## src/lcg_defines.svh

```systemverilog
`ifndef LCG_DEFINES_SVH
`define LCG_DEFINES_SVH

// register offsets on the plain register port
`define LCG_ADDR_W          8
`define LCG_TERM_ADDR       8'h00
`define LCG_MIRROR_ADDR     8'h01

// gate d term select field positions (true / inverted per data input)
`define LCG_IN4_TRUE_BIT    7
`define LCG_IN4_INV_BIT     6
`define LCG_IN3_TRUE_BIT    5
`define LCG_IN3_INV_BIT     4
`define LCG_IN2_TRUE_BIT    3
`define LCG_IN2_INV_BIT     2
`define LCG_IN1_TRUE_BIT    1
`define LCG_IN1_INV_BIT     0

// output mirror field positions and reset values
`define LCG_MIRROR_SECOND_BIT 1
`define LCG_MIRROR_FIRST_BIT  0
`define LCG_MIRROR_RESET    2'h0
`define LCG_MIRROR_PAD      6'h00
`define LCG_RD_RESET        8'h00
`define LCG_IN_RESET        4'h0

`endif

```

## src/lcg_pkg.sv

```systemverilog
package lcg_pkg;

	// everything that is cleared by rst_b
	typedef struct packed
	{
		logic [3:0] in_meta;
		logic [3:0] in_sync;
		logic [1:0] mirror;
		logic       gate_out;
		logic [7:0] rd_data;
	} lcg_state_type;

	// term selects have no reset at all and keep their value across rst_b
	typedef struct packed
	{
		logic [7:0] terms;
	} lcg_keep_type;

	typedef struct packed
	{
		logic [7:0] addr;
		logic [7:0] wr_data;
		logic       wr_en;
		logic       rd_en;
	} lcg_bus_type;

endpackage : lcg_pkg

```

## src/lcg_gate_d.sv

```systemverilog
// The plain strobed port and the placing of the registers are this design's own decisions.
`timescale 1ns/10ps
`default_nettype none
`include "lcg_defines.svh"

module lcg_gate_d
	import lcg_pkg::*;
(
	input  wire logic       ref_clk,
	input  wire logic       rst_b,
	input  wire logic [7:0] reg_addr,
	input  wire logic [7:0] reg_wr_data,
	input  wire logic       reg_wr_en,
	input  wire logic       reg_rd_en,
	output logic      [7:0] reg_rd_data,
	input  wire logic [3:0] cell_data_in,
	input  wire logic       first_cell_output,
	input  wire logic       second_cell_output,
	output logic            gate_d_out
);

	lcg_state_type state_reg;
	lcg_state_type state_next;
	lcg_keep_type  keep_reg;
	lcg_keep_type  keep_next;
	lcg_bus_type   bus;

	// one true/inverted pair of enables applied to one data input
	function automatic logic term_pair(input logic din, input logic true_en, input logic inv_en);
		term_pair = (din & true_en) | (~din & inv_en);
	endfunction : term_pair

	// address decodes for the checks below; term_wr_hit is also used by the datapath
	function automatic logic term_wr_hit(input lcg_bus_type b);
		term_wr_hit = b.wr_en && b.addr == `LCG_TERM_ADDR;
	endfunction : term_wr_hit

	function automatic logic term_rd_hit(input lcg_bus_type b);
		term_rd_hit = b.rd_en && b.addr == `LCG_TERM_ADDR;
	endfunction : term_rd_hit

	function automatic logic mirror_rd_hit(input lcg_bus_type b);
		mirror_rd_hit = b.rd_en && b.addr == `LCG_MIRROR_ADDR;
	endfunction : mirror_rd_hit

	assign bus = '{addr: reg_addr, wr_data: reg_wr_data, wr_en: reg_wr_en, rd_en: reg_rd_en};

	always_comb
	begin
		state_next = state_reg;
		keep_next = keep_reg;
		// pins are asynchronous; only in_sync is read by the gate
		state_next.in_meta = cell_data_in;
		state_next.in_sync = state_reg.in_meta;
		state_next.mirror = {second_cell_output, first_cell_output};
		state_next.gate_out =
			term_pair(state_reg.in_sync[3], keep_reg.terms[`LCG_IN4_TRUE_BIT],
				keep_reg.terms[`LCG_IN4_INV_BIT]) |
			term_pair(state_reg.in_sync[2], keep_reg.terms[`LCG_IN3_TRUE_BIT],
				keep_reg.terms[`LCG_IN3_INV_BIT]) |
			term_pair(state_reg.in_sync[1], keep_reg.terms[`LCG_IN2_TRUE_BIT],
				keep_reg.terms[`LCG_IN2_INV_BIT]) |
			term_pair(state_reg.in_sync[0], keep_reg.terms[`LCG_IN1_TRUE_BIT],
				keep_reg.terms[`LCG_IN1_INV_BIT]);
		if (term_wr_hit(bus))
		begin
			keep_next.terms = bus.wr_data;
		end
		// writes to the mirror are dropped: it has no writable bits
		state_next.rd_data = `LCG_RD_RESET;
		if (bus.rd_en)
		begin
			case (bus.addr)
				`LCG_TERM_ADDR:
				begin
					state_next.rd_data = keep_reg.terms;
				end
				`LCG_MIRROR_ADDR:
				begin
					state_next.rd_data = {`LCG_MIRROR_PAD, state_reg.mirror};
				end
				default:
				begin
					state_next.rd_data = `LCG_RD_RESET;
				end
			endcase
		end
	end

	always_ff @(posedge ref_clk or negedge rst_b)
	begin
		if (!rst_b)
		begin
			state_reg.in_meta <= `LCG_IN_RESET;
			state_reg.in_sync <= `LCG_IN_RESET;
			state_reg.mirror <= `LCG_MIRROR_RESET;
			state_reg.gate_out <= 1'b0;
			state_reg.rd_data <= `LCG_RD_RESET;
		end
		else
		begin
			state_reg <= state_next;
		end
	end

	// no reset on purpose: selects hold their value across rst_b
	always_ff @(posedge ref_clk)
	begin
		keep_reg <= keep_next;
	end

	assign reg_rd_data = state_reg.rd_data;
	assign gate_d_out = state_reg.gate_out;
endmodule : lcg_gate_d

`default_nettype wire

```

## config.mk

```make
export PLATFORM = sky130hd
export DESIGN_NAME = lcg_gate_d
export DESIGN_NICKNAME = d
export VERILOG_FILES = /design/src/lcg_pkg.sv /design/src/lcg_gate_d.sv
export VERILOG_INCLUDE_DIRS = /design/src /design/src/src
export SDC_FILE = /design/constraint.sdc
export NUM_CORES = 1
export LEC_CHECK = 0
export BUFFER_PORTS_ARGS = -buffer_cell sky130_fd_sc_hd__buf_2
export CORE_UTILIZATION = 51
export DETAILED_ROUTE_END_ITERATION = 12
export PLACE_DENSITY = 0.79
export SETUP_SLACK_MARGIN = 0.5
export SLEW_MARGIN = 20
export SYNTH_ARGS = -nofsm -noshare
export SYNTH_HDL_FRONTEND = slang
export SYNTH_SLANG_ARGS = --single-unit
```

## constraint.sdc

```tcl
create_clock -name ref_clk -period 1.4 [get_ports ref_clk]
set_input_delay 0.42 -clock ref_clk [delete_from_list [all_inputs] [get_ports ref_clk]]
set_output_delay 0.42 -clock ref_clk [all_outputs]
set_load 0.02 [all_outputs]
```

==> key figures <==
Clock tree
  – CTS tree: built
  – Skew-Pair Late Insertion Delay: 0.31 ns
  – H-tree levels: 1
  – Num Clock Sinks: 27
  – TritonCTS Buffers: 3
  – Hold buffers post-CTS: 0
  – Clock Tree Buf Depth: 2
  – Root buf cell: clkbuf_4
  – Clk slew on worst S/H paths: 0.13 ns

Synth
  – Mapped Cells: 64
  – #FFs+latches synth: 27
  – Net count of the mapped netlist: 90
  – Area leader, netlist: dfrtp_1
  – Ys async rst share: 70.4%
  – Seq/Total Area, Yosys: 70.1%
  – Synth Warn #: 0
  – Post-synth EDFFs: 8
  – Syn Area/Cell: 16.0 um2
  – Netlist cell types: 15
  – Area share of the largest cell type after synthesis: 46.6%
  – Top cells by count, synth: 19 x dfrtp_1, 8 x buf_4, 8 x edfxtp_1
  – Most common cell in the netlist: dfrtp_1
  – Prevailing post-synth register cell: dfrtp_1
  – Largest cells by area after synthesis: dfrtp_1 47%, edfxtp_1 24%, nor4_2 7.4%
  – Cell Area, Synth: 1020 um2

Timing
  – RSZ-0062 raised after global routing: yes
  – Final Hold Viols: 0
  – Final setup viols: 0
  – Slew Limit Fails: 0
  – Final Critical Period: 1.34 ns
  – Slew headroom: 73.1%
  – Period utilisation layout: 95.6%
  – Fmax: 0.747 GHz
  – Slew @ Worst Pin: 0.403 ns
  – Final Hold Slack: 0.00634 ns
  – Post-Route Skew: 0.00688 ns

Critical path
  – Data arrival time of the critical path: 1.38 ns
  – Req. time, crit path: 1.44 ns
  – Worst r2r src: keep_reg[3]
  – Critical path capture point type: register
  – Crit Path Max Fanout: 8
  – R2R depth: 2
  – Kind of critical path: input pin to register
  – Startpoint types: input pin
  – Setup slack, reg-to-reg: 0.57 ns
  – Reg2Reg Capture Point: gate_d_out

Die
  – Core footprint: 1800 um2
  – FP Rows: 15
  – Full die area: 2180 um2
  – Ports: 35
  – Chip height: 46.7 um
  – Die width: 46.7 um
  – Initial Utilization: 56.7%

GRT
  – Initial antenna violation count: 0
  – GR met3 Demand/Resource: 2.69%
  – Largest net degree at the start of global routing: 20
  – Met2 Use GR: 33.6%
  – First-pass GRT wire length: 2650 um
  – Vias in the first global route: 628
  – Met1 Use GR: 19.4%
  – GRT overflow: 0
  – Most Used Layer, Global Route: met2
  – Total Routing Usage GR: 18.1%

Drt
  – DRC errors left: 0
  – Wirelength per Cell: 12.9 um
  – Initial DRC Count: 4
  – Routed WL: 1570 um
  – Via/cell ratio: 4.83
  – Via count: 585
  – DRT Pass-1 Iters: 2
  – Final ANT Viol Nets: 0

Place
  – RePlAce Congestion: 0.747
  – Placed cell count: 116
  – Input/output buffers: 34
  – Hpwl dp: 1240 um
  – Placement Cell Area: 1180 um2

Final layout
  – Diode count: 0
  – Layout cells sized above 1: 53.1%
  – Post-layout util: 71.5%
  – # nets final: 123
  – Area delta synth->final: 26.1%
  – Finished Layout Cells: 121
  – Post-route cell area: 1290 um2

Pwr
  – Power Dens Cells: 961 nW/um2
  – Power Total: 1.24 mW
  – Maximum vdd drop: 0.676 mV
  – P_leak: 0.579 nW

Min path
  – Hold crit path type: input pin to async pin

Job
  – Max_cap viols: 0

Status
  – Status: complete, no violations
-- placed cells by master (no fill, tap or decap), types with 2 or more instances in the layout --
cell,instances
buf_2,24
mux2i_1,6
nor4_4,2
nor4_2,5
buf_4,4
edfxtp_1,8
buf_6,11
clkbuf_4,3
nand2_1,5
inv_1,2
dfrtp_1,19
nor3_1,2
-- layout make-up --
cell class | instances | area [um2]
Fill cell | 130 | 514
Timing Repair Buffer | 39 | 274
Sequential cell | 27 | 716
Clock buffer | 4 | 26.3
Tap cell | 25 | 31.3
Multi-Input combinational cell | 24 | 233
Inverter | 2 | 7.51
-- cells by family (layout without fill, tap and decap cells) --
group,after synthesis,in the layout,synth area share (%)
multiplexers,6,6,5.88
AND/OR/NAND/NOR,18,18,15.6
buffers and inverters,13,45,8.46
flip-flops,27,27,70.1
-- power by group --
part	leakage [nW]	internal [mW]	total, mW	switching [mW]
combinational	0.255	0.0422	0.0860	0.0438
clock	0.0150	0.111	0.318	0.207
sequential	0.309	0.827	0.833	0.00550
total	0.579	0.981	1.24	0.256
-- per-layer routing --
layer  part of all wire [%]  vias up
li1                       -      280
met1                     37      273
met2                     57       28
met3                    4.2        4
met4                    2.2        0
met5                      0        -
-- worst max-delay path by stage --
stage                      startpoint          end  slack, ns
after floorplan           reg_addr[5]  keep_reg[0]      -0.46
after global placement    reg_addr[5]  keep_reg[0]      -0.37
after detailed placement  reg_addr[5]  keep_reg[0]      -0.38
after CTS                 reg_addr[6]  keep_reg[6]       0.07
after global routing      reg_addr[6]  keep_reg[0]       0.04
final                     reg_addr[6]  keep_reg[1]       0.06
-- critical path, stage by stage --
cell	delay (ns)
buf_6	0.09
or4_4	0.54
nor4_4	0.16
buf_6	0.17
-- per-stage QoR --
step,worst slack [ns],TNS (ns)
3_5_place_dp,-0.384,-4.55
6_report,0.0611,0
2_1_floorplan,-0.464,-3.73
4_1_cts,0.0651,0
5_1_grt,0.0375,0
3_3_place_gp,-0.373,-4.31
-- timing repair --
item                                    4_1_cts  5_1_grt
pin swaps                                     2        1
hold endpoints to repair                      0        0
setup buffers                                 0        1
gates resized for setup                      21        0
endpoints found under the setup margin       25       26
cloned                                        0        0
Note: power is estimated with default switching activity, not from simulation.
